`config.mk`:
```
export PLATFORM = sky130hd
export DESIGN_NAME = regconv_bank
export DESIGN_NICKNAME = d
export VERILOG_FILES = /design/src/design/regconv_pkg.sv /design/src/design/regconv_store.sv /design/src/design/regconv_bank.sv
export SDC_FILE = /design/constraint.sdc
export NUM_CORES = 1
export LEC_CHECK = 0
export ABC_CLOCK_PERIOD_IN_PS = 2300
export BUFFER_PORTS_ARGS = -buffer_cell sky130_fd_sc_hd__buf_4
export CAP_MARGIN = 20
export CORE_ASPECT_RATIO = 0.7
export CORE_MARGIN = 1.5
export CORE_UTILIZATION = 25
export DETAILED_ROUTE_END_ITERATION = 16
export GPL_TIMING_DRIVEN = 0
export HOLD_SLACK_MARGIN = 0.12
export PLACE_DENSITY = 0.43
export RECOVER_POWER = 100
export SLEW_MARGIN = 40
export SYNTH_ARGS = -nofsm -noshare
export SYNTH_HDL_FRONTEND = slang
export SYNTH_SLANG_ARGS = --single-unit
```
`constraint.sdc`:
```
create_clock -name MCLK -period 2.3 [get_ports MCLK]
set_clock_uncertainty 0.15 [all_clocks]
set_input_delay 0.46 -clock MCLK [delete_from_list [all_inputs] [get_ports MCLK]]
set_output_delay 0.46 -clock MCLK [all_outputs]
set_load 0.005 [all_outputs]
```
`src/design/regconv_pkg.sv`:
```
// Package: constants for the register access convention bank
package regconv_pkg;
  localparam int DATA_W = 8;
  localparam int ADDR_W = 4;
  // Register offsets
  localparam logic [3:0] OFS_CTRL = 4'h0;
  localparam logic [3:0] OFS_STATUS = 4'h1;
  localparam logic [3:0] OFS_CMD = 4'h2;
  localparam logic [3:0] OFS_FLAGCLR = 4'h3;
  localparam logic [3:0] OFS_FLAGSET = 4'h4;
  localparam logic [3:0] OFS_DBGCTRL = 4'h5;
  localparam logic [3:0] OFS_SCRATCH = 4'h6;
  // Reset values
  localparam logic [7:0] RST_CTRL = 8'h00;
  localparam logic [7:0] RST_FLAGS = 8'h00;
  localparam logic [7:0] RST_DBG = 8'h00;
  localparam logic [7:0] RST_SCRATCH = 8'h00;
  // Field layout: CTRL[7] reserved, CTRL[1:0] mode field (2'b11 reserved)
  localparam logic [7:0] CTRL_MASK = 8'h7f;
  localparam logic [7:0] DBG_MASK = 8'h01;
  localparam logic [1:0] MODE_RESERVED = 2'h3;
  localparam int MODE_LSB = 0;
  // Status layout: [1:0] mode in use, [7:2] event counter
  localparam int CNT_LSB = 2;
endpackage : regconv_pkg

```
`src/design/regconv_store.sv`:
```
// File: small register store with registered read data
`timescale 1ns/100ps
`default_nettype none
module regconv_store #(
  parameter int WIDTH = 8,
  parameter int DEPTH = 4,
  parameter int AW = 2
) (
  input wire logic MCLK,
  input wire logic RST_N,
  input wire logic soft_rst,
  input wire logic we,
  input wire logic [AW-1:0] waddr,
  input wire logic [WIDTH-1:0] wdata,
  input wire logic [AW-1:0] raddr,
  output logic [WIDTH-1:0] rdata
);
  logic [WIDTH-1:0] mem [DEPTH];
  genvar i;
  generate
    for (i = 0; i < DEPTH; i++)
    begin : g_word
      always_ff @(posedge MCLK or negedge RST_N)
      begin
        if (!RST_N)
          mem[i] <= '0;
        else if (soft_rst)
          mem[i] <= '0;
        else if (we && waddr == AW'(i))
          mem[i] <= wdata;
      end
    end
  endgenerate
  always_ff @(posedge MCLK or negedge RST_N)
  begin
    if (!RST_N)
      rdata <= '0;
    else if (soft_rst)
      rdata <= '0;
    // Write-through so a read on the next edge never sees the old word
    else if (we && waddr == raddr)
      rdata <= wdata;
    else
      rdata <= mem[raddr];
  end
endmodule : regconv_store
`default_nettype wire

```
`src/design/regconv_bank.sv`:
```
// File: example peripheral register bank following the access conventions
`timescale 1ns/100ps
`default_nettype none
// Behaviour
// Read/write bits read back the last written value.
// Read-only bits report state; writes leave them unchanged.
// Write-only bits accept writes; read value is unspecified.
// Reserved bits always read as zero.
// Software writes zero into reserved bits.
// Software never writes a reserved encoding into a field.
// Read-only fields never show a reserved encoding.
// Power and soft reset restore reset values, except debug control.
// A one written to the clear member zeroes the shared bit.
// A one written to the set member sets the shared bit.
// Both members of a pair read the same shared value.
// Simultaneous set and clear: clear wins.
// Zero bits written to either member leave shared bits unchanged.
module regconv_bank (
  input wire logic MCLK,
  input wire logic RST_N,
  input wire logic SOFT_RST,
  input wire logic WR_EN,
  input wire logic [3:0] WR_ADDR,
  input wire logic [7:0] WR_DATA,
  input wire logic SET_WR_EN,
  input wire logic [7:0] SET_DATA,
  input wire logic CLR_WR_EN,
  input wire logic [7:0] CLR_DATA,
  input wire logic RD_EN,
  input wire logic [3:0] RD_ADDR,
  input wire logic EVENT_IN,
  output logic [7:0] RD_DATA,
  output logic [7:0] FLAGS,
  output logic [1:0] MODE,
  output logic DBG_FREEZE,
  output logic [7:0] CMD_PULSE
);
  logic [7:0] ctrl;
  logic [7:0] flags;
  logic [7:0] dbg;
  logic [5:0] count;
  logic [1:0] mode_used;
  logic [7:0] cmd;
  logic [7:0] scratch_rd;
  logic [7:0] next_flags;
  logic [7:0] next_rd;
  logic [7:0] sel_rd;
  logic [7:0] status_val;
  logic [7:0] ctrl_wdata;
  logic [1:0] mode_field;
  logic ev_s1;
  logic ev_s2;
  logic ev_s3;
  logic ev_rise;
  logic wr_ctrl;
  logic wr_cmd;
  logic wr_dbg;
  logic wr_scr;
  logic set_hit;
  logic clr_hit;
  logic [7:0] set_bits;
  logic [7:0] clr_bits;
  logic scr_sel;

  // Write decode
  assign wr_ctrl = WR_EN && (WR_ADDR == regconv_pkg::OFS_CTRL);
  assign wr_cmd = WR_EN && (WR_ADDR == regconv_pkg::OFS_CMD);
  assign wr_dbg = WR_EN && (WR_ADDR == regconv_pkg::OFS_DBGCTRL);
  assign wr_scr = WR_EN && (WR_ADDR == regconv_pkg::OFS_SCRATCH);
  // Pair members may arrive on the shared port or the dedicated strobes
  assign set_hit = WR_EN && (WR_ADDR == regconv_pkg::OFS_FLAGSET);
  assign clr_hit = WR_EN && (WR_ADDR == regconv_pkg::OFS_FLAGCLR);
  assign set_bits = (set_hit ? WR_DATA : 8'h00) | (SET_WR_EN ? SET_DATA : 8'h00);
  assign clr_bits = (clr_hit ? WR_DATA : 8'h00) | (CLR_WR_EN ? CLR_DATA : 8'h00);

  // Clear applied after set, so clear wins; zero bits leave state alone
  assign next_flags = (flags | set_bits) & ~clr_bits; // see R9, see R10, see R12

  // Flag checks leave out soft reset, which overrides both members
  a_clear_wins: assert property (
    @(posedge MCLK) disable iff (!RST_N)
    !SOFT_RST && (clr_bits != 8'h00) |=> ((flags & $past(clr_bits)) == 8'h00))
    else $error("cleared flag bit still set");
  a_set_takes: assert property (
    @(posedge MCLK) disable iff (!RST_N)
    !SOFT_RST && (set_bits & ~clr_bits) != 8'h00
    |=> ((flags & $past(set_bits & ~clr_bits)) == $past(set_bits & ~clr_bits)))
    else $error("set flag bit not set");
  a_zero_keeps: assert property (
    @(posedge MCLK) disable iff (!RST_N)
    !SOFT_RST |=> ((flags ^ $past(flags)) & ~($past(set_bits) | $past(clr_bits))) == 8'h00)
    else $error("untouched flag bit changed");
  c_set_clear_same: cover property (@(posedge MCLK) disable iff (!RST_N)
    (set_bits & clr_bits) != 8'h00);

  // Reserved bit dropped on write so it can never read back non-zero
  assign ctrl_wdata = WR_DATA & regconv_pkg::CTRL_MASK;

  // Reserved mode encodings are software's duty; hardware still guards status
  assign mode_field = ctrl[regconv_pkg::MODE_LSB +: 2];

  // Event input is asynchronous; third stage feeds the edge detector only
  assign ev_rise = ev_s2 && !ev_s3;

  assign status_val = {count, mode_used};
  assign scr_sel = RD_ADDR == regconv_pkg::OFS_SCRATCH;

  // Read decode: write-only CMD reads zero by choice, unmapped reads zero
  always_comb
  begin
    if (RD_ADDR == regconv_pkg::OFS_CTRL)
      sel_rd = ctrl & regconv_pkg::CTRL_MASK; // see R1
    else if (RD_ADDR == regconv_pkg::OFS_STATUS)
      sel_rd = status_val;
    else if (RD_ADDR == regconv_pkg::OFS_CMD)
      sel_rd = 8'h00;
    else if (RD_ADDR == regconv_pkg::OFS_FLAGCLR || RD_ADDR == regconv_pkg::OFS_FLAGSET)
      sel_rd = flags;
    else if (RD_ADDR == regconv_pkg::OFS_DBGCTRL)
      sel_rd = dbg & regconv_pkg::DBG_MASK;
    else if (scr_sel)
      sel_rd = scratch_rd;
    else
      sel_rd = 8'h00;
  end
  // Read data stands until the next read so a slow consumer can pick it up late
  assign next_rd = RD_EN ? sel_rd : RD_DATA;

  a_pair_same: assert property (
    @(posedge MCLK) disable iff (!RST_N)
    RD_EN && (RD_ADDR == regconv_pkg::OFS_FLAGSET || RD_ADDR == regconv_pkg::OFS_FLAGCLR)
    |=> RD_DATA == $past(flags))
    else $error("pair read differs from shared value");
  a_reserved_zero: assert property (
    @(posedge MCLK) disable iff (!RST_N)
    $past(RD_EN) && $past(RD_ADDR) == regconv_pkg::OFS_CTRL |-> RD_DATA[7] == 1'b0)
    else $error("reserved bit reads non-zero");
  a_dbg_reserved: assert property (
    @(posedge MCLK) disable iff (!RST_N)
    $past(RD_EN) && $past(RD_ADDR) == regconv_pkg::OFS_DBGCTRL |-> RD_DATA[7:1] == 7'h00)
    else $error("reserved debug bits read non-zero");
  a_status_legal: assert property (
    @(posedge MCLK) disable iff (!RST_N)
    $past(RD_EN) && $past(RD_ADDR) == regconv_pkg::OFS_STATUS
    |-> RD_DATA[1:0] != regconv_pkg::MODE_RESERVED)
    else $error("status shows reserved mode");
  a_read_holds: assert property (
    @(posedge MCLK) disable iff (!RST_N)
    !RD_EN |=> $stable(RD_DATA))
    else $error("read data changed without a read");

  always_ff @(posedge MCLK or negedge RST_N)
  begin
    if (!RST_N)
    begin
      ev_s1 <= 1'b0;
      ev_s2 <= 1'b0;
      ev_s3 <= 1'b0;
    end
    else
    begin
      ev_s1 <= EVENT_IN;
      ev_s2 <= ev_s1;
      ev_s3 <= ev_s2;
    end
  end

  // Control and flag state; soft reset restores reset values
  always_ff @(posedge MCLK or negedge RST_N)
  begin
    if (!RST_N)
    begin
      ctrl <= regconv_pkg::RST_CTRL;
      flags <= regconv_pkg::RST_FLAGS;
      cmd <= 8'h00;
    end
    else if (SOFT_RST)
    begin
      ctrl <= regconv_pkg::RST_CTRL;
      flags <= regconv_pkg::RST_FLAGS;
      cmd <= 8'h00;
    end
    else
    begin
      if (wr_ctrl)
        ctrl <= ctrl_wdata;
      flags <= next_flags;
      cmd <= wr_cmd ? WR_DATA : 8'h00;
    end
  end

  a_ctrl_readback: assert property (
    @(posedge MCLK) disable iff (!RST_N)
    wr_ctrl && !SOFT_RST ##1 (RD_EN && RD_ADDR == regconv_pkg::OFS_CTRL && !wr_ctrl && !SOFT_RST)
    |=> RD_DATA == ($past(WR_DATA, 2) & regconv_pkg::CTRL_MASK))
    else $error("control readback mismatch");
  a_scratch_rw: assert property (
    @(posedge MCLK) disable iff (!RST_N)
    wr_scr && !SOFT_RST ##1 (RD_EN && scr_sel && !wr_scr && !SOFT_RST)
    |=> RD_DATA == $past(WR_DATA, 2))
    else $error("scratch readback mismatch");
  a_soft_reset: assert property (
    @(posedge MCLK) disable iff (!RST_N)
    SOFT_RST && !wr_dbg |=> ctrl == regconv_pkg::RST_CTRL && flags == regconv_pkg::RST_FLAGS
    && dbg == $past(dbg))
    else $error("soft reset result wrong");
  // Command value is a one-cycle strobe; it never reaches the read path
  a_cmd_load: assert property (
    @(posedge MCLK) disable iff (!RST_N)
    wr_cmd && !SOFT_RST |=> CMD_PULSE == $past(WR_DATA))
    else $error("command value not presented");
  a_cmd_clears: assert property (
    @(posedge MCLK) disable iff (!RST_N)
    !wr_cmd |=> CMD_PULSE == 8'h00)
    else $error("command pulse outlived its cycle");
  c_soft_rst: cover property (@(posedge MCLK) disable iff (!RST_N) SOFT_RST && dbg[0]);
  c_write_read: cover property (@(posedge MCLK) disable iff (!RST_N) wr_ctrl ##1 RD_EN);

  // Debug control survives the peripheral soft reset
  always_ff @(posedge MCLK or negedge RST_N)
  begin
    if (!RST_N)
      dbg <= regconv_pkg::RST_DBG;
    else if (wr_dbg)
      dbg <= WR_DATA & regconv_pkg::DBG_MASK;
  end

  // Read-only status: counter and mode actually in use
  always_ff @(posedge MCLK or negedge RST_N)
  begin
    if (!RST_N)
    begin
      count <= '0;
      mode_used <= 2'h0;
    end
    else if (SOFT_RST)
    begin
      count <= '0;
      mode_used <= 2'h0;
    end
    else
    begin
      if (ev_rise && !dbg[0])
        count <= count + 6'h01;
      // A reserved request keeps the last legal mode
      if (mode_field != regconv_pkg::MODE_RESERVED)
        mode_used <= mode_field;
    end
  end

  // Counter wraps silently at 63; software must sample it often enough
  a_event_count: assert property (
    @(posedge MCLK) disable iff (!RST_N)
    ev_rise && !dbg[0] && !SOFT_RST |=> count == $past(count) + 6'h01)
    else $error("event not counted");
  a_mode_legal: assert property (
    @(posedge MCLK) disable iff (!RST_N)
    MODE != regconv_pkg::MODE_RESERVED)
    else $error("reserved mode encoding shown");
  a_status_ro: assert property (
    @(posedge MCLK) disable iff (!RST_N)
    WR_EN && WR_ADDR == regconv_pkg::OFS_STATUS && !SOFT_RST && !ev_rise && $stable(ctrl)
    |=> $stable(count))
    else $error("status changed by write");
  a_freeze_count: assert property (
    @(posedge MCLK) disable iff (!RST_N)
    dbg[0] && !SOFT_RST |=> $stable(count))
    else $error("counter moved while frozen");
  c_event: cover property (@(posedge MCLK) disable iff (!RST_N) ev_rise);
  c_bad_mode: cover property (@(posedge MCLK) disable iff (!RST_N)
    mode_field == regconv_pkg::MODE_RESERVED);

  always_ff @(posedge MCLK or negedge RST_N)
  begin
    if (!RST_N)
      RD_DATA <= 8'h00;
    else
      RD_DATA <= next_rd;
  end

  // Scratch word lives in the store; its data register is the read path
  regconv_store #(
    .WIDTH(8),
    .DEPTH(4),
    .AW(2)
  ) u_store (
    .MCLK(MCLK),
    .RST_N(RST_N),
    .soft_rst(SOFT_RST),
    .we(wr_scr),
    .waddr(2'h0),
    .wdata(WR_DATA),
    .raddr(2'h0),
    .rdata(scratch_rd)
  );

  assign FLAGS = flags;
  assign MODE = mode_used;
  assign DBG_FREEZE = dbg[0];
  assign CMD_PULSE = cmd;

endmodule : regconv_bank
`default_nettype wire

```
-- Word-level counts from Yosys, hierarchy flattened
Index checks and enable logic that the tools add are counted.
- bits of input ports: 40
- bits in registers: 51
- add/sub/neg operators: 1
- equal/unequal tests: 12
- reductions and logical operators: 17
- bitwise operators: 5
- mux-type cells: 21
- operator list (operator ; count):
    $mux 8 ; 15
    $eq 4x3->1 const B ; 6
    $or 8x8->8 ; 3
    $eq 4x2->1 const B ; 4
    $mux 7 ; 2
    $mux 6 ; 2
    $and 8x8->8 ; 1
    $logic_and 1x1->1 ; 8
    $logic_not 4->1 ; 2
    $not 8->8 ; 1
    $reduce_bool 2->1 ; 4
    $add 6x1->6 const B ; 1
    $eq 4x1->1 const B ; 1
    $mux 2 ; 2
    $logic_not 1->1 ; 2
    $ne 2x2->1 const B ; 1
    $logic_or 1x1->1 ; 1

-- Depth between registers and ports, before layout
Gate-level depths: netlist of run 1.
- depth after elaboration: 7
- depth in mapped cells: 5

-- Modules after synthesis
Synthesis of run 1 repeated with hierarchy kept, for this count alone.
- cells, all modules: 342
- area total of the unflattened synthesis: 4080.2 µm²
- by module, submodules not included (module ; instances ; area each (µm²) ; cells each ; seq. area each (µm²)):
    regconv_bank ; 1 ; 2113.3 ; 185 ; 1076.0
    regconv_store ; 1 ; 1966.9 ; 157 ; 1001.0

-- Least setup slack after synthesis of run 1
No wires, ideal clock.
- path type: input to register
- start: input port WR_ADDR[3]
- end: register u_store.mem[24] in the netlist's numbering
- slack: 0.752 ns
- required time: 2.018 ns
- library setup time: 0.132 ns
- stages: 5
- data arrival time: 1.266 ns
- buffers on the path: 1
- cells stage by stage: nand3b_1 > nor3b_1 > buf_4 > mux2i_1 > nor2_1
- word-level cells in the longest chain between the ends: 3
- RTL lines (element ; line ; source):
    start: declaration ; regconv_bank.sv:23 ; input wire logic [3:0] WR_ADDR,
    $eq 4x3->1 ; regconv_bank.sv:69 ; assign wr_scr = WR_EN && (WR_ADDR == regconv_pkg::OFS_SCRATCH);
    $logic_and 1x1->1 ; regconv_bank.sv:69 ;
    $reduce_bool 2->1 (no source line) ; -- ;
    end signal: indexed assignment ; regconv_store.sv:30 ; mem[i] <= wdata;
    end: declaration ; regconv_store.sv:18 ; logic [WIDTH-1:0] mem [DEPTH];
No other way between the ends.
A chain may end at the register's enable or synchronous reset.

-- Final worst setup path of run 1
- start: input port RD_ADDR[2]
- end: register RD_DATA[1]
- word-level cells in the longest chain between the ends: 7
- elaborated cells between the ends (all ways): 14
- RTL lines (element ; line ; source):
    start: declaration ; regconv_bank.sv:30 ; input wire logic [3:0] RD_ADDR,
    $eq 4x3->1 ; regconv_bank.sv:106 ; assign scr_sel = RD_ADDR == regconv_pkg::OFS_SCRATCH;
    $mux 8 ; regconv_bank.sv:121 ; else if (scr_sel)
    $mux 8 ; regconv_bank.sv:119 ; else if (RD_ADDR == regconv_pkg::OFS_DBGCTRL)
    $mux 8 ; regconv_bank.sv:117 ; else if (RD_ADDR == regconv_pkg::OFS_FLAGCLR || RD_ADDR == regconv_pkg::OFS_FLAGSET)
    $mux 8 ; regconv_bank.sv:115 ; else if (RD_ADDR == regconv_pkg::OFS_CMD)
    $mux 8 ; regconv_bank.sv:113 ; else if (RD_ADDR == regconv_pkg::OFS_STATUS)
    $mux 8 * ; regconv_bank.sv:111 ; if (RD_ADDR == regconv_pkg::OFS_CTRL)
    end signal: assignment ; regconv_bank.sv:278 ; RD_DATA <= next_rd;
    end: declaration ; regconv_bank.sv:32 ; output logic [7:0] RD_DATA,
Mark *: on every way between the ends. The rest lies on a longest branch, timed or not.

==> results.tsv, run 1 <==
stage	metric	value	unit
pwr	Comb power frac	12.7	%
route	drt wl/cell	17.2	um
route	DRT Pass-1 Iters	4	
clock_tree	CTS Buffer Depth	2	
synthesis	number of synthesized flops with an enable pin	0	
die	row count	29	
synthesis	Syn Nets	260	
global_routing	All-Layer GR Usage	14.7	%
global_routing	grt total ovfl	0	
synthesis	Syn Std Cell Area	2430	um2
timing	final setup fails	0	
critical_path	Setup CP Type	input port to flop	
critical_path	critical path arrival	1840	ps
synthesis	ys flop type	dfrtp_1	
timing	fmax	553	MHz
pwr	P per Cell Area	630	nW/um2
min_path	Hold Path Sink	ev_s2	
clock_tree	Clock transition at path regs	60	ps
synthesis	post-synthesis sequential area ratio	52.6	%
timing	final hold vios	0	
finish	post-layout net count	332	
global_routing	largest net degree at the start of global routing	52	
clock_tree	Clock Latency Late Sink	290	ps
pwr	Worst VDD drop	0.266	mV
placed_design	Post-Place Cells	406	
critical_path	endpoint type of the worst setup path	flop	
finish	final cell count without fillers	416	
critical_path	r2r worst-path depth	4	
clock_tree	Root Driver	clkbuf_16	
synthesis	yosys warns	0	
route	initial DRC count	149	
critical_path	crit path max fanout	9	
run_status	outcome	completed	
timing	Slew Limit Fails	0	
clock_tree	TritonCTS Buffers	5	
global_routing	initial antenna violation count	0	
timing	worst slew pin tran	682	ps
critical_path	Reg-to-Reg End	count[4]	
clock_tree	CTS Sinks	51	
finish	most frequent cells in the layout	dfrtp_1, buf_4, clkbuf_4	
synthesis	Yosys cell types	42	
pwr	Static Leakage	0.00140	uW
synthesis	Mean Syn Cell Area	11.1	um2
die	die area	10300	um2
die	Placeable Area	9250	um2
die	IO Count	67	
finish	cell area after layout	3200	um2
route	post-DR vias/cell	4.88	
finish	Layout area overhead	31.7	%
placed_design	dpl hpwl	5.32	mm
critical_path	Worst R2R Setup Slack	660	ps
critical_path	origin of the critical flop-to-flop path	dbg[0]	
pwr	register share of total power	47.7	%
pwr	Switch Pwr	494	uW
synthesis	asr flop ratio synth	100	%
timing	Rel. slew slack	54.5	%
timing	Tmin final	1810	ps
synthesis	Yosys reg bits	51	
placed_design	routability cong.	0.704	
die	initial core utilization	26.2	%
die	die height	85.5	um
timing	period utilization	78.7	%
finish	diode count	0	
min_path	Hold Path Origin	ev_s1	
route	post-route ant nets	0	
route	DRC errors left	0	
finish	layout cells sized above 1	24.7	%
min_path	worst hold path class	flop to flop	
finish	Final Core Density	34.6	%
critical_path	CP Data Required Time	2330	ps
timing	unrepaired setup endpoints after global routing	false	
pwr	Clock power frac	39.5	%
placed_design	port bufs	63	
job	max-cap violations	0	
route	vias	2032	
min_path	hold path cells	0	
synthesis	Syn Inst Count	219	
critical_path	crit start category	input port	
clock_tree	H-tree Lvls	2	
global_routing	first-pass GRT wire length	11.3	mm
finish	most common library cell in the layout ignoring fill and taps	dfrtp_1	
clock_tree	CTS tree	yes	
die	Horiz. Die Dim	121	um
placed_design	placed cell area	3060	um2
route	wirelength, routed	7.14	mm
global_routing	vias in the first global route	1966	
pwr	Int Power	1520	uW
pwr	switching share of power	24.5	%
timing	setup tns final	0	ps
==> layer usage <==
| metal | wire length [um] | part of all wire [%] | GRT usage [%] | vias to the layer above |
|---|---|---|---|---|
| met4 | 83 | 1.2 | 4.17 | 0 |
| met1 | 3870 | 54 | 23.7 | 990 |
| met3 | 419 | 5.9 | 3.56 | 8 |
| li1 | - | - | - | 960 |
| met2 | 2770 | 39 | 18.8 | 74 |
| met5 | 0 | 0 | 0 | - |
==> power groups by stage <==
stage                     Sequential [uW]  Combinational [uW]  Clock (uW)
final                                 962                 257         797
after detailed placement              980                 265           0
after CTS                             963                 269         825
after global routing                  967                 286         856
after floorplan                       971                 111           0
after global placement                981                 266           0
==> per-stage QoR <==
stage                     power, uW  hold WS (ps)  setup WS, ps
after floorplan                1080          14.4           752
after global placement         1250           181           359
after detailed placement       1250           187           372
after CTS                      2060           203           669
after global routing           2110           207           417
final                          2020           200           490
==> Yosys cell counts, types with 3 or more instances <==
cell / count / area share [%]
nand3_1: 7 / 1.4
a221o_1: 8 / 3.3
o211ai_1: 5 / 1.5
and2_1: 8 / 2.1
xor2_1: 4 / 1.4
mux2i_1: 17 / 7.0
nor2_1: 25 / 3.9
clkbuf_1: 8 / 1.2
a2bb2oi_1: 5 / 1.8
a221oi_1: 8 / 2.9
o21ai_0: 8 / 1.6
o221a_1: 5 / 2.3
dfrtp_1: 51 / 53
nand2_1: 11 / 1.7
nor3b_1: 4 / 1.2
a21oi_1: 8 / 1.6
nand3b_1: 3 / 0.93
==> logic make-up (layout without fill, tap and decap cells) <==
group / after synthesis / in the layout / share of synthesized area [%]
adders and majority gates: 1 / 1 / 0.515
buffers and inverters: 14 / 87 / 2.78
DFF: 51 / 51 / 52.6
and+or+nand+nor: 75 / 75 / 17.3
muxes: 19 / 19 / 7.93
AOI/OAI and AO/OA: 54 / 54 / 17.2
xor gates and xnor gates: 5 / 5 / 1.80
==> worst max-delay path by stage <==
stage	startpoint	endpoint	slack [ps]
after floorplan	WR_ADDR[3]	u_store.mem[24]	750
after global placement	WR_ADDR[0]	ctrl[6]	360
after detailed placement	WR_ADDR[0]	ctrl[2]	370
after CTS	dbg[0]	count[4]	670
after global routing	RD_ADDR[2]	RD_DATA[6]	420
final	RD_ADDR[2]	RD_DATA[1]	490
==> registers in the layout (all words and copies together), names as in the netlist <==
register and flops:
FLAGS 8, count 6, ev_s2 1, RD_DATA 8, CMD_PULSE 8, ctrl 7, ev_s1 1, u_store.mem 8
dbg 1, MODE 2, ev_s3 1
==> critical path: stages <==
cell,delay [ps]
clkbuf_1,170
nor3_2,520
nand3_1,370
o221a_1,320
==> what timing repair did <==
action,4_1_cts,5_1_grt
gates resized for setup,0,0
setup buffers,0,0
endpoints found under the hold margin,52,0
hold buffers,2,0
==> area by class of cell <==
class                   instances  area (um2)
repair buffers                 65         470
multi-input cells             154        1070
fillers                       970        6050
flip-flops and latches         51        1280
clock buffers                   8         156
plain buffers                  12        60.1
well taps                     124         155
inverters                       2        7.51
Power figures use the tool's default switching activity.
==> run 2: changes to the inputs <==
ABC_CLOCK_PERIOD_IN_PS = 1900   (was 2300)
clock period = 1.9 ns   (was 2.3 ns; I/O delays follow)
==> run 2 against run 1 <==
Final area barely moved; via count fell by 0.25%; worst setup slack got worse by 320 ps; die area did not move; sequential cell count did not move; total power rose by 21%; sequential share of layout area barely moved; non-clock buffer count did not move; first-iteration DRC count fell by 16%; critical path type unchanged; critical endpoint is now FLAGS[0].
==> results.tsv, run 2 (synthesized netlist as in run 1, its figures left out) <==
stage	metric	value	unit
placed_design	dpl hpwl	5.32	mm
finish	cell area after layout	3200	um2
timing	worst slew pin tran	738	ps
min_path	worst hold path class	input port to flop	
timing	Rel. slew slack	50.8	%
die	IO Count	67	
route	drt wl/cell	17.2	um
timing	final hold vios	0	
die	die area	10300	um2
clock_tree	Root Driver	clkbuf_16	
critical_path	crit path max fanout	10	
pwr	Static Leakage	0.00140	uW
finish	Layout area overhead	31.6	%
finish	post-layout net count	332	
die	Horiz. Die Dim	121	um
route	post-DR vias/cell	4.87	
clock_tree	setup bufs post-CTS	0	
clock_tree	H-tree Lvls	2	
critical_path	Setup CP Type	input port to flop	
global_routing	largest net degree at the start of global routing	52	
placed_design	port bufs	63	
pwr	Int Power	1840	uW
critical_path	crit start category	input port	
die	Placeable Area	9250	um2
finish	most common library cell in the layout ignoring fill and taps	dfrtp_1	
clock_tree	Clock Latency Late Sink	290	ps
timing	setup tns final	0	ps
critical_path	critical path arrival	1760	ps
die	die height	85.5	um
pwr	switching share of power	24.5	%
finish	layout cells sized above 1	24.7	%
run_status	outcome	completed	
route	wirelength, routed	7.14	mm
global_routing	initial antenna violation count	0	
critical_path	Worst R2R Setup Slack	260	ps
critical_path	largest stage delay on the critical path	580	ps
clock_tree	CTS Buffer Depth	2	
placed_design	Setup WS pre-CTS	51.8	ps
critical_path	Slowest-stage cell, CP	nor3b_2	
timing	unrepaired setup endpoints after global routing	false	
placed_design	placed cell area	3060	um2
critical_path	critical path's top delay family	simple AND/OR/NAND/NOR gates	
timing	Slew Limit Fails	0	
pwr	Worst VDD drop	0.322	mV
die	initial core utilization	26.2	%
timing	fmax	578	MHz
pwr	Clock power frac	39.5	%
timing	final setup fails	0	
die	row count	29	
pwr	total power	2440	uW
pwr	P per Cell Area	763	nW/um2
finish	most frequent cells in the layout	dfrtp_1, buf_4, clkbuf_4	
critical_path	endpoint type of the worst setup path	flop	
critical_path	Cell Chain, Critical Path	clkbuf_1 -> nor3b_2 -> and3_1 -> clkbuf_2 -> a221o_1 -> nor2_1	
critical_path	Bufs and invs on worst path	2	
clock_tree	Clock transition at path regs	70	ps
global_routing	grt total ovfl	0	
timing	final setup margin	170	ps
finish	fillers	970	
route	vias	2027	
global_routing	vias in the first global route	1966	
placed_design	routability cong.	0.704	
route	initial DRC count	125	
finish	Final Core Density	34.6	%
pwr	Switch Pwr	598	uW
finish	diode count	0	
timing	Tmin final	1730	ps
route	post-route ant nets	0	
pwr	Comb power frac	12.7	%
route	DRC errors left	0	
clock_tree	Resized cells post-CTS	0	
clock_tree	CTS tree	yes	
clock_tree	TritonCTS Buffers	5	
global_routing	first-pass GRT wire length	11.3	mm
global_routing	All-Layer GR Usage	14.7	%
pwr	register share of total power	47.7	%
critical_path	CP Data Required Time	1930	ps
clock_tree	CTS hold repair buffers	2	
job	max-cap violations	0	
route	DRT Pass-1 Iters	4	
timing	period utilization	91.0	%
clock_tree	CTS Sinks	51	
==> run 2: cell types whose count changed in the layout (fill, tap and decap cells not counted) <==
cell | previous run | this run
clkbuf_4 | 26 | 27
clkbuf_2 | 0 | 1
buf_4 | 33 | 31
==> run 2: metrics by stage <==
| step | instances | hold slack (ps) |
|---|---|---|
| finish | 416 | 186 |
| global route | 416 | 188 |
| CTS | 416 | 178 |
| detailed placement | 406 | 187 |
| global placement | 406 | 181 |
| floorplan | 219 | -65.6 |
==> run 2: final cells by class <==
type	instances	area (um2)	share of cell area (%)
Inverter	2	7.51	0.235
Tap cell	124	155	4.85
Sequential cell	51	1280	39.9
Clock buffer	8	156	4.89
Buffer	12	57.6	1.80
Multi-Input combinational cell	154	1070	33.6
Timing Repair Buffer	65	470	14.7
==> run 2: power groups by stage <==
stage               Combinational, uW  Sequential [uW]  Clock (uW)
finish                            311             1160         964
global route                      346             1170        1040
CTS                               326             1170         999
detailed placement                321             1190           0
global placement                  322             1190           0
floorplan                         134             1180           0
==> run 2: metal layers <==
metal	track usage, %	share of wire (%)	up-vias	wire length (um)
met2	18.8	39	70	2760
met4	4.17	1.2	0	83
li1	-	-	962	-
met5	0	0	-	0
met3	3.56	6.4	8	457
met1	23.7	54	987	3840
==> run 2: path summary, 6_finish.rpt <==
| check | startpoint | endpoint | cells past startpoint |
|---|---|---|---|
| max in group asynchronous | RST_N | ctrl[0] | 2 |
| min in group asynchronous | RST_N | CMD_PULSE[5] | 2 |
| max reg2reg | dbg[0] | count[4] | 4 |
| min reg2reg | ev_s1 | ev_s2 | 0 |
| max | WR_ADDR[3] | FLAGS[0] | 6 |
| min | WR_DATA[2] | CMD_PULSE[2] | 2 |
==> run 3: changes to the inputs <==
CAP_MARGIN = 40   (was 20)
PLACE_DENSITY = 0.46   (was 0.43)
==> run 3 against run 2 <==
Count of clock-buffer cells in the layout shrank 1; final cell count unchanged; routed wire length decreased by 0.41%; register-to-register slack hardly changed; final area shrank 0.43%; utilization shrank 0.15 points; global-route usage shrank 0.29 points; die area is the same; total power fell by 3.0%; maximum frequency increased by 1.8%; critical endpoint is now u_store.mem[25]; largest cell class unchanged.
==> results.tsv, run 3 (synthesized netlist as in run 1, its figures left out) <==
stage	metric	value	unit
timing	period utilization	89.5	%
placed_design	routability cong.	0.771	
global_routing	vias in the first global route	1999	
finish	Storage cell area	1280	um2
clock_tree	CTS Buffer Depth	2	
critical_path	origin of the critical flop-to-flop path	dbg[0]	
pwr	Worst VDD drop	0.273	mV
timing	final hold vios	0	
finish	diode count	0	
die	die height	85.5	um
job	max-cap violations	0	
pwr	Static Leakage	0.00139	uW
clock_tree	CTS tree	yes	
critical_path	critical path's top delay family	buffers and inverters	
placed_design	dpl hpwl	5.36	mm
timing	Slew Limit Fails	0	
global_routing	initial antenna violation count	0	
die	row count	29	
timing	final setup fails	0	
clock_tree	TritonCTS Buffers	5	
route	post-route ant nets	0	
critical_path	crit path max fanout	10	
timing	worst slew pin tran	736	ps
placed_design	port bufs	63	
pwr	total power	2370	uW
route	DRC errors left	0	
clock_tree	Resized cells post-CTS	0	
route	vias	2005	
route	initial DRC count	115	
finish	most frequent cells in the layout	dfrtp_1, buf_4, clkbuf_4	
die	initial core utilization	26.2	%
global_routing	All-Layer GR Usage	14.4	%
route	DRT Pass-1 Iters	4	
clock_tree	Clock transition at path regs	70	ps
critical_path	Reg-to-Reg End	count[4]	
critical_path	Setup CP Type	input port to flop	
timing	Tmin final	1700	ps
finish	layout cells sized above 1	24.7	%
die	IO Count	67	
critical_path	endpoint type of the worst setup path	flop	
timing	Rel. slew slack	50.9	%
finish	fillers	954	
finish	Final Core Density	34.4	%
clock_tree	Root Driver	clkbuf_16	
critical_path	last element of the critical path	u_store.mem[25]	
critical_path	crit path from	SOFT_RST	
timing	fmax	588	MHz
route	wirelength, routed	7.11	mm
finish	most common library cell in the layout ignoring fill and taps	dfrtp_1	
min_path	worst hold path class	input port to flop	
finish	post-layout net count	332	
placed_design	placed cell area	3060	um2
route	post-DR vias/cell	4.82	
clock_tree	H-tree Lvls	2	
clock_tree	CTS Sinks	51	
clock_tree	Clock Latency Late Sink	290	ps
finish	footprint of the multi-input gates	1080	um2
global_routing	largest net degree at the start of global routing	52	
critical_path	Cell Chain, Critical Path	clkbuf_1 -> clkbuf_1 -> clkbuf_1 -> nor2_1	
critical_path	Worst R2R Setup Slack	270	ps
critical_path	Bufs and invs on worst path	3	
critical_path	WP depth	4	
route	drt wl/cell	17.1	um
global_routing	grt total ovfl	0	
global_routing	first-pass GRT wire length	11.4	mm
critical_path	largest stage delay on the critical path	480	ps
timing	setup tns final	0	ps
die	Horiz. Die Dim	121	um
critical_path	crit start category	input port	
finish	cell area after layout	3180	um2
die	Placeable Area	9250	um2
critical_path	CP Data Required Time	1910	ps
critical_path	r2r worst-path depth	4	
critical_path	most frequent CP cell	clkbuf_1	
timing	unrepaired setup endpoints after global routing	false	
finish	Layout area overhead	31.1	%
die	die area	10300	um2
pwr	P per Cell Area	743	nW/um2
critical_path	Slowest-stage cell, CP	clkbuf_1	
critical_path	critical path arrival	1710	ps
timing	final hold slack	180	ps
run_status	outcome	completed	
==> run 3: changes by cell type in the layout (fill, tap and decap cells not counted), sizes merged <==
cell,before,now
clkbuf,50,49
clkinv,0,1
==> run 3: stage by stage <==
stage,worst slack (ps),cells
floorplan,432,219
global placement,52.1,406
detailed placement,29.6,406
CTS,264,416
global route,83.8,416
finish,200,416
==> run 3: metal layers <==
| metal | part of all wire, % | wire length, um | track usage, % |
|---|---|---|---|
| met4 | 0.73 | 52 | 3.21 |
| met2 | 39 | 2740 | 19.3 |
| met1 | 56 | 3960 | 22.9 |
| met5 | 0 | 0 | 0 |
| met3 | 5.0 | 354 | 3.43 |
==> run 3: power breakdown <==
group          internal (uW)  switching (uW)  leakage [uW]
clock                    488             400     0.0000679
sequential              1130            39.2      0.000686
combinational            154             159      0.000635
total                   1770             598       0.00139
==> run 3: worst reg2reg max path, delay by kind of cell, from the launching register on <==
| family | cells | cell delay, ps |
|---|---|---|
| and+or+nand+nor | 3 | 730 |
| DFF | 1 | 440 |
| xor gates and xnor gates | 1 | 170 |
==> run 3: worst min-delay path by stage <==
stage | depth (start not counted) | end | startpoint
2_1_floorplan | 0 | CMD_PULSE[0] | RST_N
3_3_place_gp | 0 | ev_s2 | ev_s1
3_5_place_dp | 0 | ev_s2 | ev_s1
4_1_cts | 2 | CMD_PULSE[7] | WR_DATA[7]
5_1_grt | 2 | CMD_PULSE[7] | WR_DATA[7]
6_report | 2 | CMD_PULSE[7] | WR_DATA[7]
==> run 3: layout make-up <==
| type | instances | area share, % |
|---|---|---|
| buffer | 12 | 1.81 |
| tap | 124 | 4.87 |
| sequential | 51 | 40.1 |
| multi-input combinational | 154 | 33.9 |
| timing repair buffer | 65 | 14.8 |
| inverter | 2 | 0.236 |
| clock buffer | 7 | 4.17 |
| clock inverter | 1 | 0.157 |
==> run 3: what timing repair did <==
item | CTS | global route
setup buffers | 0 | 0
hold buffers | 2 | 0
endpoints found under the hold margin | 52 | 0
